## config.mk

```make
export PLATFORM = sky130hd
export DESIGN_NAME = vpc_top
export DESIGN_NICKNAME = d
export VERILOG_FILES = /design/src/vpc_pkg.sv /design/src/vpc_stream_if.sv /design/src/vpc_top.sv /design/src/vpc_fifo2.sv
export VERILOG_INCLUDE_DIRS = /design/src
export SDC_FILE = /design/constraint.sdc
export NUM_CORES = 1
export LEC_CHECK = 0
export BUFFER_PORTS_ARGS = -buffer_cell sky130_fd_sc_hd__buf_4
export CAP_MARGIN = 5
export CELL_PAD_IN_SITES_DETAIL_PLACEMENT = 2
export CELL_PAD_IN_SITES_GLOBAL_PLACEMENT = 2
export CORE_ASPECT_RATIO = 0.8
export CORE_UTILIZATION = 41
export DETAILED_ROUTE_END_ITERATION = 8
export GPL_ROUTABILITY_DRIVEN = 0
export PLACE_DENSITY_LB_ADDON = 0.05
export SETUP_SLACK_MARGIN = 0.3
export SYNTH_ARGS = -nofsm -noshare
export SYNTH_HDL_FRONTEND = slang
export SYNTH_SLANG_ARGS = --single-unit
```

## constraint.sdc

```tcl
create_clock -name SYS_CLK_I -period 22.7 [get_ports SYS_CLK_I]
set_input_delay 2.27 -clock SYS_CLK_I [delete_from_list [all_inputs] [get_ports SYS_CLK_I]]
set_output_delay 2.27 -clock SYS_CLK_I [all_outputs]
set_load 0.1 [all_outputs]
```

## src/vpc_regs.svh

```systemverilog
// Constants of the voice phrase playback block.
// Assumes a 40 MHz system clock; counts are in that clock or section ticks.
`ifndef VPC_REGS_SVH
`define VPC_REGS_SVH
`define VPC_SYS_HZ 40000000
`define VPC_OSC_XTAL_HZ 4096000
`define VPC_SECT_HZ 2048000
`define VPC_STOP_CODE 8'h00
`define VPC_PHR_LAST 8'hF7
`define VPC_XFER_BITS 4'h8
`define VPC_HDR_LAST 3'h6
`define VPC_DAC_RST 12'hFFF
`define VPC_DAC_MID 12'h800
`define VPC_STEP_MIN 12'h010
`define VPC_STEP_MAX 12'h7FF
`define VPC_PCM_MAX 14'sh07FF
`define VPC_PCM_MIN (-14'sh0800)
`define VPC_NL_KNEE 7'h40
`define VPC_NL_OFS 7'h38
`define VPC_METH_ADPCM 2'h0
`define VPC_METH_STRAIGHT 2'h1
`define VPC_METH_NONLIN 2'h2
`define VPC_HDR_METH_LSB 4
`define VPC_IRQ_DIV_SLOW 14'h3E80
`define VPC_IRQ_DIV_FAST 14'h0200
`define VPC_DIV_4K0 10'h200
`define VPC_DIV_5K3 10'h180
`define VPC_DIV_6K4 10'h140
`define VPC_DIV_8K0 10'h100
`define VPC_DIV_10K7 10'h0C0
`define VPC_DIV_12K8 10'h0A0
`define VPC_DIV_16K0 10'h080
`endif

```

## src/vpc_pkg.sv

```systemverilog
// Types shared by the voice phrase playback block.
// Assumes the constants header is included by each design file.
package vpc_pkg;
    typedef enum logic [1:0] {ST_IDLE, ST_HDR, ST_PLAY} vpc_state_t;
endpackage

```

## src/vpc_stream_if.sv

```systemverilog
// Byte stream with valid and ready between fetch, buffer and decoder.
// Assumes both ends run on the same clock.
`timescale 1ns/1ps
interface vpc_stream_if #(parameter int W = 8) ();
    logic valid;
    logic ready;
    logic [W-1:0] data;
    modport src (output valid, output data, input ready);
    modport snk (input valid, input data, output ready);
endinterface

```

## src/vpc_top.sv

```systemverilog
// Voice phrase playback control: phrase transfer, ROM fetch, decode.
// Assumes host control bits come from logic on the same 40 MHz clock.
// Contract
// - Seven sample rates from 2.048 MHz clock
// - Sample rates scale with input clock
// - Crystal clock halved, RC clock used directly
// - Tone pins low at reset, then complementary; code keeps both low until ROUTE_TONE_SELECT_I has been high
// - Busy output low only while playing
// - Enable pin mirrors run bit, resets section
// - Codes 01 to F7 select phrases
// - All-zero code stops output, converter mid
// - Stop during playback releases busy high
// - Play start to end address, then stop
// - Three decoding methods selected per phrase
// - ADPCM adapts step every 4-bit sample
// - Nonlinear PCM finer near waveform centre
// - Transfer starts on strobe falling edge
// - Next-ready low until prior sound ends
// - Interrupt rate 128 Hz or 4 kHz
// - Monitors show busy and next-ready, reset one
`timescale 1ns/1ps
`include "vpc_regs.svh"
module vpc_top
    import vpc_pkg::*;
#(
    parameter int OSC_XTAL_HZ = `VPC_OSC_XTAL_HZ,
    parameter int OSC_RC_HZ = `VPC_SECT_HZ
)
(
    input wire logic SYS_CLK_I,                // 40 MHz clock
    input wire logic RESET_I,                  // Sync reset, high
    input wire logic XTAL_MODE_I,              // 1 crystal, 0 RC
    input wire logic SYNTH_RUN_BIT_I,          // Section out of reset
    input wire logic SYNTH_SELECT_N_I,         // Chip select, low
    input wire logic TRANSFER_STROBE_I,        // Transfer strobe
    input wire logic [3:0] PHRASE_HIGH_NIBBLE_I, // Code bits 7..4
    input wire logic [3:0] PHRASE_LOW_NIBBLE_I,  // Code bits 3..0
    input wire logic SYNTH_OR_XFER_SELECT_I,   // 0 voice synthesis
    input wire logic ROM_SOURCE_SELECT_I,      // 0 internal, 1 ext
    input wire logic IRQ_RATE_SELECT_I,        // 0 128 Hz, 1 4 kHz
    input wire logic ROUTE_TONE_SELECT_I,      // Tone output state
    input wire logic ROUTE_SOURCE_SELECT_I,    // 1 blocks core tone
    input wire logic MCU_TONE_I,               // Core tone level
    input wire logic [7:0] ROM_DATA_I,         // ROM read byte
    input wire logic ROM_VALID_I,              // ROM byte valid
    output logic ROM_REQ_O,                    // ROM read request
    output logic [18:0] ROM_ADDR_O,            // ROM byte address
    output logic ROM_EXT_SEL_O,                // External ROM used
    output logic [11:0] CONVERTER_OUT_O,       // Converter code
    output logic TONE_OUT_TRUE_O,              // Tone output
    output logic TONE_OUT_INVERTED_O,          // Inverse tone
    output logic PLAYBACK_ACTIVE_N_O,          // Busy, low
    output logic SYNTH_SECTION_ENABLE_O,       // Enable pin
    output logic PLAYBACK_ACTIVE_MON_O,        // Busy monitor
    output logic NEXT_PHRASE_READY_MON_O,      // Next-ready monitor
    output logic SAMPLE_IRQ_O                  // Interrupt pulse
);
    vpc_state_t state_reg;
    logic srst;
    logic [31:0] acc_reg;
    logic [32:0] acc_sum;
    logic osc_tick_reg;
    logic half_reg;
    logic sect_tick;
    logic strobe_d_reg;
    logic strobe_fall;
    logic [3:0] xfer_cnt_reg;
    logic [7:0] sh_reg;
    logic [7:0] rx_reg;
    logic xfer_done_reg;
    logic is_stop;
    logic is_user;
    logic pend_reg;
    logic [7:0] pend_code_reg;
    logic nrdy_reg;
    logic req_reg;
    logic [18:0] addr_reg;
    logic [18:0] start_reg;
    logic [18:0] end_reg;
    logic [2:0] idx_reg;
    logic [1:0] meth_reg;
    logic [2:0] rate_reg;
    logic ext_reg;
    logic fetch_done_reg;
    logic [9:0] samp_cnt_reg;
    logic [9:0] samp_div;
    logic samp_tick;
    logic play_end;
    logic nib_reg;
    logic [7:0] hold_reg;
    logic signed [11:0] pcm_reg;
    logic [11:0] step_reg;
    logic [11:0] dac_reg;
    logic [13:0] irq_cnt_reg;
    logic irq_reg;
    logic busy_n_reg;
    logic en_reg;
    logic tone_on_reg;
    logic tone_t_reg;
    logic tone_i_reg;
    logic [3:0] nib;
    logic [15:0] prod;
    logic signed [13:0] sum;
    logic signed [11:0] adp_val;
    logic [11:0] step_next;
    logic [6:0] mag;
    logic [11:0] lin;
    logic signed [11:0] dec_val;

    vpc_stream_if #(.W(8)) fill_s ();
    vpc_stream_if #(.W(8)) drain_s ();

    // run bit low holds section in reset
    assign srst = RESET_I | ~SYNTH_RUN_BIT_I;

    assign acc_sum = {1'b0, acc_reg}
        + (XTAL_MODE_I ? 33'(OSC_XTAL_HZ) : 33'(OSC_RC_HZ));
    always_ff @(posedge SYS_CLK_I)
    begin
        if (RESET_I)
        begin
            acc_reg <= '0;
            osc_tick_reg <= 1'b0;
            half_reg <= 1'b0;
        end
        else
        begin
            osc_tick_reg <= acc_sum >= 33'(`VPC_SYS_HZ);
            acc_reg <= (acc_sum >= 33'(`VPC_SYS_HZ))
                ? 32'(acc_sum - 33'(`VPC_SYS_HZ)) : acc_sum[31:0];
            if (osc_tick_reg)
                half_reg <= ~half_reg;
        end
    end
    // crystal ticks halved, RC ticks direct
    assign sect_tick = osc_tick_reg & (~XTAL_MODE_I | half_reg);

    // falling strobe with select starts shift
    assign strobe_fall = strobe_d_reg & ~TRANSFER_STROBE_I
        & ~SYNTH_SELECT_N_I & ~srst;
    always_ff @(posedge SYS_CLK_I)
    begin
        if (srst)
        begin
            strobe_d_reg <= 1'b0;
            xfer_cnt_reg <= '0;
            sh_reg <= '0;
            rx_reg <= '0;
            xfer_done_reg <= 1'b0;
        end
        else
        begin
            strobe_d_reg <= TRANSFER_STROBE_I;
            xfer_done_reg <= 1'b0;
            if (strobe_fall)
            begin
                sh_reg <= {PHRASE_HIGH_NIBBLE_I, PHRASE_LOW_NIBBLE_I};
                xfer_cnt_reg <= `VPC_XFER_BITS;
            end
            else if (xfer_cnt_reg != '0 && sect_tick)
            begin
                rx_reg <= {rx_reg[6:0], sh_reg[7]};
                sh_reg <= {sh_reg[6:0], 1'b0};
                xfer_cnt_reg <= xfer_cnt_reg - 4'h1;
                xfer_done_reg <= xfer_cnt_reg == 4'h1;
            end
        end
    end

    assign is_stop = rx_reg == `VPC_STOP_CODE;
    assign is_user = !is_stop && rx_reg <= `VPC_PHR_LAST;

    // Phrase sequencing and ROM fetch
    always_ff @(posedge SYS_CLK_I)
    begin
        if (srst)
        begin
            state_reg <= ST_IDLE;
            pend_reg <= 1'b0;
            pend_code_reg <= '0;
            nrdy_reg <= 1'b1;
            req_reg <= 1'b0;
            addr_reg <= '0;
            start_reg <= '0;
            end_reg <= '0;
            idx_reg <= '0;
            meth_reg <= `VPC_METH_ADPCM;
            rate_reg <= '0;
            ext_reg <= 1'b0;
            fetch_done_reg <= 1'b0;
        end
        else if (xfer_done_reg && is_stop)
        begin
            state_reg <= ST_IDLE;
            pend_reg <= 1'b0;
            nrdy_reg <= 1'b1;
            req_reg <= 1'b0;
        end
        else if (xfer_done_reg && is_user && !SYNTH_OR_XFER_SELECT_I
            && state_reg == ST_IDLE)
        begin
            state_reg <= ST_HDR;
            addr_reg <= {8'h00, rx_reg, 3'h0};
            idx_reg <= '0;
            ext_reg <= ROM_SOURCE_SELECT_I;
            fetch_done_reg <= 1'b0;
        end
        else
        begin
            case (state_reg)
                ST_HDR:
                begin
                    if (!req_reg && !ROM_VALID_I)
                        req_reg <= 1'b1;
                    else if (req_reg && ROM_VALID_I)
                    begin
                        req_reg <= 1'b0;
                        idx_reg <= idx_reg + 3'h1;
                        addr_reg <= addr_reg + 19'h1;
                        case (idx_reg)
                            3'h0:
                            begin
                                meth_reg <= ROM_DATA_I[`VPC_HDR_METH_LSB +: 2];
                                rate_reg <= ROM_DATA_I[2:0];
                            end
                            3'h1: start_reg[18:16] <= ROM_DATA_I[2:0];
                            3'h2: start_reg[15:8] <= ROM_DATA_I;
                            3'h3: start_reg[7:0] <= ROM_DATA_I;
                            3'h4: end_reg[18:16] <= ROM_DATA_I[2:0];
                            3'h5: end_reg[15:8] <= ROM_DATA_I;
                            default: end_reg[7:0] <= ROM_DATA_I;
                        endcase
                        if (idx_reg == `VPC_HDR_LAST)
                        begin
                            state_reg <= ST_PLAY;
                            addr_reg <= start_reg;
                        end
                    end
                end
                ST_PLAY:
                begin
                    // sequential fetch up to end address
                    if (!req_reg && !ROM_VALID_I && !fetch_done_reg
                        && fill_s.ready)
                        req_reg <= 1'b1;
                    else if (req_reg && ROM_VALID_I)
                    begin
                        req_reg <= 1'b0;
                        if (addr_reg == end_reg)
                            fetch_done_reg <= 1'b1;
                        else
                            addr_reg <= addr_reg + 19'h1;
                    end
                    if (play_end && pend_reg)
                    begin
                        state_reg <= ST_HDR;
                        addr_reg <= {8'h00, pend_code_reg, 3'h0};
                        idx_reg <= '0;
                        ext_reg <= ROM_SOURCE_SELECT_I;
                        fetch_done_reg <= 1'b0;
                        pend_reg <= 1'b0;
                        nrdy_reg <= 1'b1;
                    end
                    else if (play_end && !xfer_done_reg)
                    begin
                        state_reg <= ST_IDLE;
                        nrdy_reg <= 1'b1;
                    end
                end
                default: req_reg <= 1'b0;
            endcase
            if (xfer_done_reg && is_user && !SYNTH_OR_XFER_SELECT_I)
            begin
                pend_reg <= 1'b1;
                pend_code_reg <= rx_reg;
                nrdy_reg <= 1'b0;
            end
        end
    end

    assign fill_s.valid = req_reg && ROM_VALID_I && state_reg == ST_PLAY;
    assign fill_s.data = ROM_DATA_I;

    vpc_fifo2 #(.W(8), .DEPTH(2)) u_buf (
        .clk_i(SYS_CLK_I),
        .rst_i(srst),
        .flush_i(xfer_done_reg && is_stop),
        .in_s(fill_s),
        .out_s(drain_s)
    );

    // sample divisors from the section clock
    always_comb
    begin
        case (rate_reg)
            3'h0: samp_div = `VPC_DIV_4K0;
            3'h1: samp_div = `VPC_DIV_5K3;
            3'h2: samp_div = `VPC_DIV_6K4;
            3'h3: samp_div = `VPC_DIV_8K0;
            3'h4: samp_div = `VPC_DIV_10K7;
            3'h5: samp_div = `VPC_DIV_12K8;
            default: samp_div = `VPC_DIV_16K0;
        endcase
    end
    assign samp_tick = sect_tick && samp_cnt_reg == '0;
    assign play_end = state_reg == ST_PLAY && samp_tick && !nib_reg
        && fetch_done_reg && !drain_s.valid;
    assign drain_s.ready = state_reg == ST_PLAY && samp_tick
        && !(meth_reg == `VPC_METH_ADPCM && nib_reg);

    always_comb
    begin
        // step scaled by magnitude, adapted each sample
        nib = nib_reg ? hold_reg[7:4] : drain_s.data[3:0];
        prod = step_reg * {nib[2:0], 1'b1};
        sum = nib[3] ? 14'(pcm_reg) - 14'(prod[15:3])
                     : 14'(pcm_reg) + 14'(prod[15:3]);
        adp_val = (sum > `VPC_PCM_MAX) ? 12'sh7FF
                : (sum < `VPC_PCM_MIN) ? -12'sh800 : sum[11:0];
        if (nib[2])
            step_next = (step_reg >= (`VPC_STEP_MAX >> 1))
                ? `VPC_STEP_MAX : {step_reg[10:0], 1'b0};
        else
            step_next = (step_reg - (step_reg >> 3) < `VPC_STEP_MIN)
                ? `VPC_STEP_MIN : step_reg - (step_reg >> 3);
        // fine steps near centre, coarse beyond knee
        mag = drain_s.data[6:0];
        if (mag < `VPC_NL_KNEE)
            lin = {3'h0, mag, 2'h0};
        else
            lin = {mag - `VPC_NL_OFS, 5'h00};
        if (lin > `VPC_STEP_MAX)
            lin = `VPC_STEP_MAX;
        case (meth_reg)
            `VPC_METH_ADPCM: dec_val = adp_val;
            `VPC_METH_STRAIGHT: dec_val = {~drain_s.data[7],
                drain_s.data[6:0], 4'h0};
            default: dec_val = drain_s.data[7] ? -lin : lin;
        endcase
    end

    always_ff @(posedge SYS_CLK_I)
    begin
        if (srst)
        begin
            samp_cnt_reg <= '0;
            nib_reg <= 1'b0;
            hold_reg <= '0;
            pcm_reg <= '0;
            step_reg <= `VPC_STEP_MIN;
            dac_reg <= RESET_I ? `VPC_DAC_RST : `VPC_DAC_MID;
        end
        else
        begin
            if (sect_tick)
                samp_cnt_reg <= (samp_cnt_reg == '0)
                    ? samp_div - 10'h1 : samp_cnt_reg - 10'h1;
            if ((xfer_done_reg && is_stop) || play_end)
            begin
                dac_reg <= `VPC_DAC_MID;
                pcm_reg <= '0;
                step_reg <= `VPC_STEP_MIN;
                nib_reg <= 1'b0;
            end
            else if (drain_s.ready && drain_s.valid)
            begin
                hold_reg <= drain_s.data;
                nib_reg <= meth_reg == `VPC_METH_ADPCM;
                pcm_reg <= dec_val;
                dac_reg <= {~dec_val[11], dec_val[10:0]};
                if (meth_reg == `VPC_METH_ADPCM)
                    step_reg <= step_next;
            end
            else if (state_reg == ST_PLAY && samp_tick && nib_reg)
            begin
                nib_reg <= 1'b0;
                pcm_reg <= adp_val;
                dac_reg <= {~adp_val[11], adp_val[10:0]};
                step_reg <= step_next;
            end
        end
    end

    // interrupt rate select, 128 Hz default
    always_ff @(posedge SYS_CLK_I)
    begin
        if (srst)
        begin
            irq_cnt_reg <= '0;
            irq_reg <= 1'b0;
        end
        else
        begin
            irq_reg <= sect_tick && irq_cnt_reg == '0;
            if (sect_tick)
                irq_cnt_reg <= (irq_cnt_reg != '0) ? irq_cnt_reg - 14'h1
                    : (IRQ_RATE_SELECT_I ? `VPC_IRQ_DIV_FAST
                                         : `VPC_IRQ_DIV_SLOW) - 14'h1;
        end
    end

    always_ff @(posedge SYS_CLK_I)
    begin
        if (RESET_I)
        begin
            busy_n_reg <= 1'b1;
            en_reg <= 1'b0;
            tone_on_reg <= 1'b0;
            tone_t_reg <= 1'b0;
            tone_i_reg <= 1'b0;
        end
        else
        begin
            busy_n_reg <= state_reg != ST_PLAY;
            en_reg <= SYNTH_RUN_BIT_I;
            if (ROUTE_TONE_SELECT_I)
                tone_on_reg <= 1'b1;
            tone_t_reg <= tone_on_reg & ~ROUTE_SOURCE_SELECT_I & MCU_TONE_I;
            tone_i_reg <= tone_on_reg
                & ~(~ROUTE_SOURCE_SELECT_I & MCU_TONE_I);
        end
    end

    assign PLAYBACK_ACTIVE_N_O = busy_n_reg;
    assign PLAYBACK_ACTIVE_MON_O = busy_n_reg;
    assign NEXT_PHRASE_READY_MON_O = nrdy_reg;
    assign SYNTH_SECTION_ENABLE_O = en_reg;
    assign CONVERTER_OUT_O = dac_reg;
    assign TONE_OUT_TRUE_O = tone_t_reg;
    assign TONE_OUT_INVERTED_O = tone_i_reg;
    assign SAMPLE_IRQ_O = irq_reg;
    assign ROM_REQ_O = req_reg;
    assign ROM_ADDR_O = addr_reg;
    assign ROM_EXT_SEL_O = ext_reg;
endmodule

```

## src/vpc_fifo2.sv

```systemverilog
// Small buffer between the ROM fetcher and the sample decoder.
// Assumes one clock; flush empties it in one cycle.
`timescale 1ns/1ps
module vpc_fifo2 #(
    parameter int W = 8,
    parameter int DEPTH = 2
)
(
    input wire logic clk_i,    // System clock
    input wire logic rst_i,    // Synchronous reset
    input wire logic flush_i,  // Drop all entries
    vpc_stream_if.snk in_s,    // Filling side
    vpc_stream_if.src out_s    // Draining side
);
    localparam int AW = (DEPTH > 1) ? $clog2(DEPTH) : 1;
    logic [W-1:0] mem_reg [DEPTH];
    logic [AW-1:0] wp_reg;
    logic [AW-1:0] rp_reg;
    logic [AW:0] cnt_reg;
    logic push;
    logic pop;

    assign in_s.ready = cnt_reg != (AW+1)'(DEPTH);
    assign out_s.valid = cnt_reg != '0;
    assign out_s.data = mem_reg[rp_reg];
    assign push = in_s.valid & in_s.ready;
    assign pop = out_s.valid & out_s.ready;

    always_ff @(posedge clk_i)
    begin
        if (push)
            mem_reg[wp_reg] <= in_s.data;
    end

    always_ff @(posedge clk_i)
    begin
        if (rst_i || flush_i)
        begin
            wp_reg <= '0;
            rp_reg <= '0;
            cnt_reg <= '0;
        end
        else
        begin
            if (push)
                wp_reg <= (wp_reg == AW'(DEPTH-1)) ? '0 : wp_reg + 1'b1;
            if (pop)
                rp_reg <= (rp_reg == AW'(DEPTH-1)) ? '0 : rp_reg + 1'b1;
            cnt_reg <= cnt_reg + (AW+1)'(push) - (AW+1)'(pop);
        end
    end
endmodule

```

==> results of run 1 <==
[tightest hold or removal path, stage by stage (launching register included)]
cell,delay (ps)
dfxtp_1,310
nand2_1,50
a21oi_1,50
[per-stage QoR]
stage               hold slack, ps  setup slack (ps)  utilization
CTS                            463             13890        0.473
global placement               444             14230        0.448
detailed placement             454             13950        0.448
finish                         460             13860        0.473
global route                   492             13330        0.473
floorplan                      432             15210            -
[final cells by class]
cell class,count,share of cell area
timing repair buffer,81,0.0390
clock buffer,41,0.0493
sequential,219,0.299
inverter,90,0.0217
clock inverter,6,0.00329
tap,427,0.0343
multi-input combinational,1337,0.553
antenna,1,0.000161
[synth_stat cells (45+ instances only)]
master	instances	share of area
o21ai_0	82	0.030
clkbuf_1	58	0.016
nand2_1	179	0.048
inv_1	89	0.024
a21oi_1	158	0.057
xnor2_1	53	0.033
nor3_1	45	0.016
ha_1	63	0.057
nand3_1	52	0.019
dfxtp_1	191	0.28
nor2_1	201	0.054
xor2_1	59	0.037
[report_power, final]
group	leakage [nW]	internal, W	total [W]	switching (W)
registers	1.81	0.000421	0.000448	0.0000272
clock network	0.400	0.000242	0.000410	0.000168
logic	4.15	0.000131	0.000347	0.000216
total	6.36	0.000793	0.00120	0.000411
[cells by family after synthesis]
group / count (synthesis) / synth area share
XOR/XNOR: 113 / 0.0725
flip-flops: 219 / 0.336
multiplexers: 51 / 0.0384
adder cells (fa/ha/maj): 86 / 0.0900
buffers and inverters: 158 / 0.0437
AO/OA/AOI/OAI: 441 / 0.200
AND/OR/NAND/NOR: 646 / 0.219
[final timing paths]
path / endpoint / slack [ps] / cells after the start
worst max register to register: CONVERTER_OUT_O[4] / 13860 / 24
worst min-delay path: start_reg[10] / 460 / 2
worst min register to register: start_reg[10] / 460 / 2
worst max-delay path: CONVERTER_OUT_O[4] / 13860 / 24
[metal layers]
| layer | vias up | wire (um) |
|---|---|---|
| met3 | 74 | 2020 |
| li1 | 6160 | - |
| met4 | 0 | 1170 |
| met5 | - | 0 |
| met2 | 290 | 22000 |
| met1 | 6506 | 23500 |
==> flow_summary.ini, run 1 <==
[floorplanning]
start_util = 0.422
io_pins = 69
core_um2 = 32900
die_w_um = 208
rows = 59
dieArea_um2 = 34600
dieHeight_um = 167

[global_routing]
grtUsageMet3 = 0.0347
antenna_found_initial = 1
grt_first_pass_wirelength_mm = 78.3
grt_util_met1 = 0.394
grt_pass1_vias = 13900
grt-ovfl-total = 0
grt_max_degree = 92
grt_usage = 0.281
top_usage_layer = met2
use_met2 = 0.455

[critical_path]
cp.arrival_ps = 9100
cp.required_ps = 22960
path_class = reg2reg
cp-end-kind = flip-flop
critPathLaunchType = flip-flop
crit_slowest_cell = dfxtp_1
crit_family = compound AO/OA/AOI/OAI gates
crit_chain = mux2_2, nor2_1, nor2_1, and2_1, fa_1, fa_1, fa_1, a211oi_1, o21ai_0, a211o_1, a21o_1, a2111o_1, o31ai_1, xor2_1, ha_1, or2_2, o31ai_1, a31oi_1, a21o_1, a21oi_1, xor3_2, o21bai_1, o221a_2, a21oi_1
cp_slowest_stage_delay_ps = 770
crit_top_cell = fa_1
path_buf_inv = 0
cp_max_fo = 14

[route]
drt-total-wl_mm = 48.7
dr_total_vias = 13000
drt_iter0_markers = 763
ant_nets = 0
post-route-drc-count = 0
drt_pre_antenna_iters = 5
wl_per_cell_um = 22.1
viasPerCell = 5.92

[pwr]
peakVddDrop_mv = 0.0481
total_power_w = 0.00120
total_leakage_power_nw = 6.36
pwr_density_cell_nw_per_um2 = 77.3

[yosys]
ys_ff_latch = 219
ys_async_sr_fraction = 0
yosysUniqueCellTypes = 81
synth_nets = 1829
synth_ff_type = dfxtp_1
synthCells = 1714
syn_area_per_cell_um2 = 8.10
yosysWarningCount = 0
seq_area_frac_synth = 0.336
synth_area_um2 = 13900
synth_edf_count = 28

[clocking]
cts_resized = 0
cts_setup_buffers = 0
htreeDepth = 1
insertion_delay_ps = 540
cts_tree = done
clkSinkCount = 219
cts_buffer_depth = 3
ctsHoldBuffers = 0
path_clk_slew_ps = 60
numCtsBuffers = 26
cts_root_buf = clkbuf_16

[placed_design]
io_buffers = 68
dp_cells = 2154
place_area_um2 = 14800
dpl.hpwl_mm = 36.2

[layout]
multi_input_area_um2 = 8620
seq_area_um2 = 4660
syn2layout_area_growth_pct = 12.3
design_area_um2 = 15600
drive_gt1_frac = 0.0829
final_cell_mix = 201 x nor2_1, 191 x dfxtp_1, 178 x nand2_1
final-instance-count-excl-fill = 2202
largest_register_ffs = 23
final_common_cell = nor2_1
fill_cells = 3706
nets = 1870

[timing]
slew_violations = 0
tightest_slew_ps = 1240
rsz0062_at_grt = false
relSlewSlack = 0.173
tns_ps = 0
min_period_ps = 8840
setup_viol = 0
hold_viol = 0
fmax_mhz = 113
clock_skew_ps = 11.2
fin_crit_sh = 0.390

[run]
cap_violations = 0

[outcome]
status = completed

[min_path]
hold_path.class = reg2reg
min_from = start_reg[10]
No activity file was read; power rests on OpenSTA's default activity.
==> inputs of run 2 (changes only) <==
Settings changed: CORE_UTILIZATION 41 to 38.
Clock period 22.7 ns to 8.25 ns, I/O delays scaled along.
==> flow_summary.ini, run 2 (same netlist as run 1, synthesis figures left out) <==
[critical_path]
path_class = reg2reg
cp.arrival_ps = 7850
cp-end-kind = flip-flop
cp.required_ps = 8560
critPathLaunchType = flip-flop
reg2reg_depth = 26
cp_max_fo = 12

[clocking]
path_clk_slew_ps = 60
numCtsBuffers = 27
cts_tree = done
htreeDepth = 1
cts_root_buf = clkbuf_16
ctsHoldBuffers = 0
insertion_delay_ps = 580
clkSinkCount = 219
cts_buffer_depth = 3

[timing]
whs_ps = 464
fmax_mhz = 133
tightest_slew_ps = 1270
tns_ps = 0
rsz0062_at_grt = false
relSlewSlack = 0.148
slew_violations = 0
min_period_ps = 7540
setup_viol = 0
fin_crit_sh = 0.914
clock_skew_ps = 30.6
hold_viol = 0
setup_slack_ps = 711

[route]
wl_met2_mm = 22.3
top_layer = met4
drt_pre_antenna_iters = 4
viasPerCell = 5.72
drt_iter0_markers = 595
dr_wl_met3_mm = 1.31
wl_per_cell_um = 21.1
met1_length_mm = 23.5
dr_total_vias = 12900
ant_nets = 0
drt-total-wl_mm = 47.8
post-route-drc-count = 0

[layout]
largest_register_ffs = 23
nets = 1878
diodes = 0
syn2layout_area_growth_pct = 13.9
final-instance-count-excl-fill = 2264
drive_gt1_frac = 0.0936
fin_util = 0.440
final_cell_mix = 201 x nor2_1, 191 x dfxtp_1, 178 x nand2_1
final_common_cell = nor2_1

[global_routing]
grt_pass1_vias = 13900
grt_usage = 0.257
grt_max_degree = 74
antenna_found_initial = 0
grt-ovfl-total = 0
grt_first_pass_wirelength_mm = 77.6

[placed_design]
io_buffers = 68
dpl.hpwl_mm = 35.4
dpl_worst_slack_ps = 466
dp_cells = 2212

[min_path]
min_from = start_reg[5]
whs_path_depth = 2
hold_path.class = reg2reg

[floorplanning]
io_pins = 69
start_util = 0.386
rows = 62
die_w_um = 216
dieArea_um2 = 37300
core_um2 = 35900
dieHeight_um = 173

[pwr]
total_leakage_power_nw = 6.45
pwr_density_cell_nw_per_um2 = 216
peakVddDrop_mv = 0.146

[run]
cap_violations = 0

[outcome]
status = completed
run 2: changes by cell type in the layout (fill, tap and decap cells not counted), sizes merged:
cell      before  now
clkinvlp       0    1
clkinv         6   14
diode          1    0
inv           89   91
buf           81   88
clkbuf        41   31
bufinv         1    3
run 2: metrics by stage:
step           total power (W)  instance area, um^2
6_report               0.00342                15800
5_1_grt                0.00361                15800
4_1_cts                0.00346                15800
3_5_place_dp           0.00221                14900
3_3_place_gp           0.00216                14900
2_1_floorplan          0.00195                13900
run 2: worst paths after layout:
check                       end  slack [ps]
min                start_reg[5]         460
min reg2reg        start_reg[5]         460
max reg2reg  CONVERTER_OUT_O[7]         710
max          CONVERTER_OUT_O[7]         710
run 2: per-layer routing:
metal	up-vias	global-route usage
met1	6515	0.359
met4	0	0.0485
met3	60	0.0281
met5	-	0
met2	180	0.427
li1	6190	-
run 2: layout make-up:
cell class | count | area (um^2)
fillers | 4055 | 20100
flip-flops and latches | 219 | 4660
inverters | 90 | 338
multi-input cells | 1337 | 8640
well taps | 480 | 601
clock buffers | 31 | 711
repair buffers | 88 | 661
clock inverters | 19 | 191
run 2: worst max-delay path, cell delays in order (launching register included):
cell and delay, ps:
dfxtp_1 380, buf_4 250, mux2_2 400, nor2_1 190
nor2_1 120, and2_1 190, fa_1 580, fa_1 470
fa_1 500, a211oi_1 300, o21ai_0 200, a211o_1 340
a21o_1 190, a2111o_1 430, o31ai_1 340, xor2_1 210
ha_1 270, or2_2 300, o31ai_1 70, a31oi_1 90
a21o_1 210, a21oi_1 160, xor3_2 340, o21bai_4 220
buf_4 200, o211ai_1 150, a21o_1 200
run 2: where the power goes:
group          internal, W  switching (W)  leakage [nW]
combinational     0.000360       0.000598          4.19
clock             0.000715       0.000514         0.447
sequential         0.00116      0.0000712          1.81
run 2: timing repair:
item,4_1_cts,5_1_grt
buffers inserted,0,2
resized for setup,0,5
endpoints found under the setup margin,0,22
==> inputs of run 3 (changes only) <==
Settings changed: ABC_AREA set to 1, CORE_ASPECT_RATIO 0.8 to 0.6, CORE_UTILIZATION 38 to 36, PLACE_DENSITY_LB_ADDON 0.05 to 0.1.
==> flow_summary.ini, run 3 <==
[outcome]
status = completed

[timing]
min_period_ps = 7310
tightest_slew_ps = 1260
fin_crit_sh = 0.885
rsz0062_at_grt = false
hold_viol = 0
setup_viol = 0
slew_violations = 0
whs_ps = 454
tns_ps = 0
relSlewSlack = 0.160
clock_skew_ps = 19.1
fmax_mhz = 137

[clocking]
ctsHoldBuffers = 0
numCtsBuffers = 25
htreeDepth = 1
cts_setup_buffers = 0
cts_root_buf = clkbuf_16
cts_buffer_depth = 3
cts_resized = 0
insertion_delay_ps = 550
cts_tree = done
clkSinkCount = 219
path_clk_slew_ps = 60

[layout]
final_cell_mix = 305 x inv_1, 296 x nand2_1, 218 x nor2_1
largest_register_ffs = 23
nets = 2173
fin_util = 0.412
design_area_um2 = 16100
final_common_cell = inv_1
syn2layout_area_growth_pct = 12.5
seq_area_um2 = 4660
drive_gt1_frac = 0.100
fill_cells = 4657
diodes = 0
multi_input_area_um2 = 8210

[global_routing]
grt_pass1_vias = 14700
grt_max_degree = 76
grt_first_pass_wirelength_mm = 82.8
antenna_found_initial = 0
grt_usage = 0.259
grt-ovfl-total = 0

[route]
drt_pre_antenna_iters = 5
viasPerCell = 5.35
wl_per_cell_um = 20.1
drt-total-wl_mm = 52.4
drt_iter0_markers = 627
ant_nets = 0
post-route-drc-count = 0
dr_total_vias = 13900

[critical_path]
critPathLaunchType = flip-flop
crit_slowest_cell = dfxtp_1
cp.arrival_ps = 7560
cp.required_ps = 8510
cp_slowest_stage_delay_ps = 620
path_class = reg2reg
cp-end-kind = flip-flop
cp_max_fo = 19

[pwr]
seq_power_share = 0.371
power.share.clock = 0.338
pwr_density_cell_nw_per_um2 = 205
total_leakage_power_nw = 7.07
switching_share = 0.370
peakVddDrop_mv = 0.129
internal_power_w = 0.00208
switchingPower_w = 0.00122
combPwrFrac = 0.292

[yosys]
synth_ff_type = dfxtp_1
yosysTopAreaCellShare = 0.267
seq_area_frac_synth = 0.326
yosysMostFrequentCell = inv_1
synth.top_cells.by_count = 306 x inv_1, 296 x nand2_1, 218 x nor2_1
synth_edf_count = 28
ys_async_sr_fraction = 0
yosysTopAreaCell = dfxtp_1
synth_nets = 2119
yosysWarningCount = 0
ys_ff_latch = 219
yosysUniqueCellTypes = 65
synthCells = 2004
yosys-top-cells-area = dfxtp_1 27%, inv_1 8.0%, nand2_1 7.8%
syn_area_per_cell_um2 = 7.14
synth_area_um2 = 14300

[floorplanning]
start_util = 0.366
die_w_um = 259
dieHeight_um = 156
core_um2 = 39100
rows = 56
io_pins = 69
dieArea_um2 = 40600

[run]
cap_violations = 0

[min_path]
hold_path.class = reg2reg

[placed_design]
place_area_um2 = 15300
dpl.hpwl_mm = 40.6
io_buffers = 68
[run 3: cell count changes in the layout (fill, tap and decap cells not counted), sizes merged, moves of 23 or more]
cell    change
o211ai     -23
nand3      +54
a21oi      +43
inv       +222
nand2     +139
nor2       +32
and2       -33
mux2i      -42
o21ai      +98
[run 3: stage by stage]
step	setup slack, ps	power (W)	std cells
after CTS	939	0.00333	2599
after detailed placement	1030	0.00219	2553
after global placement	1560	0.00214	2553
final	945	0.00330	2599
after floorplan	2200	0.00194	2004
after global routing	341	0.00350	2599
[run 3: layout make-up]
type,count,area share
multi-input cells,1415,0.510
inverters,318,0.0741
repair buffers,79,0.0368
clock inverters,11,0.00528
flip-flops and latches,219,0.290
clock buffers,35,0.0437
well taps,522,0.0406
[run 3: path summary, 6_finish.rpt]
check | startpoint | slack, ps | cells past startpoint | endpoint
setup / recovery | flip-flop | 940 | 34 | CONVERTER_OUT_O[8]
hold / removal | xfer_cnt_reg[2] | 450 | 1 | xfer_cnt_reg[2]
setup reg to reg | flip-flop | 940 | 34 | CONVERTER_OUT_O[8]
hold reg to reg | xfer_cnt_reg[2] | 450 | 1 | xfer_cnt_reg[2]
[run 3: worst max-delay path, delay by kind of cell, from the launching register on]
kind            cells  cell delay, ps
compound gates      5            1290
xor+xnor            2             500
fa+ha+maj           4            1790
buf+inv             6             380
flops               1             620
mux                 1             510
simple gates       16            1890
[run 3: cell families after synthesis]
kind of cell / after synthesis / share of synthesized area
buffers and inverters: 370 / 0.100
adder cells (fa/ha/maj): 86 / 0.0873
AO/OA/AOI/OAI: 461 / 0.177
multiplexers: 1 / 0.000700
flip-flops: 219 / 0.326
AND/OR/NAND/NOR: 773 / 0.250
XOR/XNOR: 94 / 0.0586
[run 3: power groups by stage]
stage               combinational, W  clock [W]  sequential (W)
global placement            0.000898          0         0.00124
global route                 0.00108    0.00118         0.00123
detailed placement          0.000949          0         0.00125
CTS                         0.000968    0.00114         0.00122
floorplan                   0.000679          0         0.00126
finish                      0.000962    0.00111         0.00122
[run 3: layer usage]
layer / GRT usage / part of all wire
met1: 0.396 / 0.54
met3: 0.0293 / 0.030
met4: 0.0305 / 0.0098
met5: 0 / 0
met2: 0.394 / 0.42
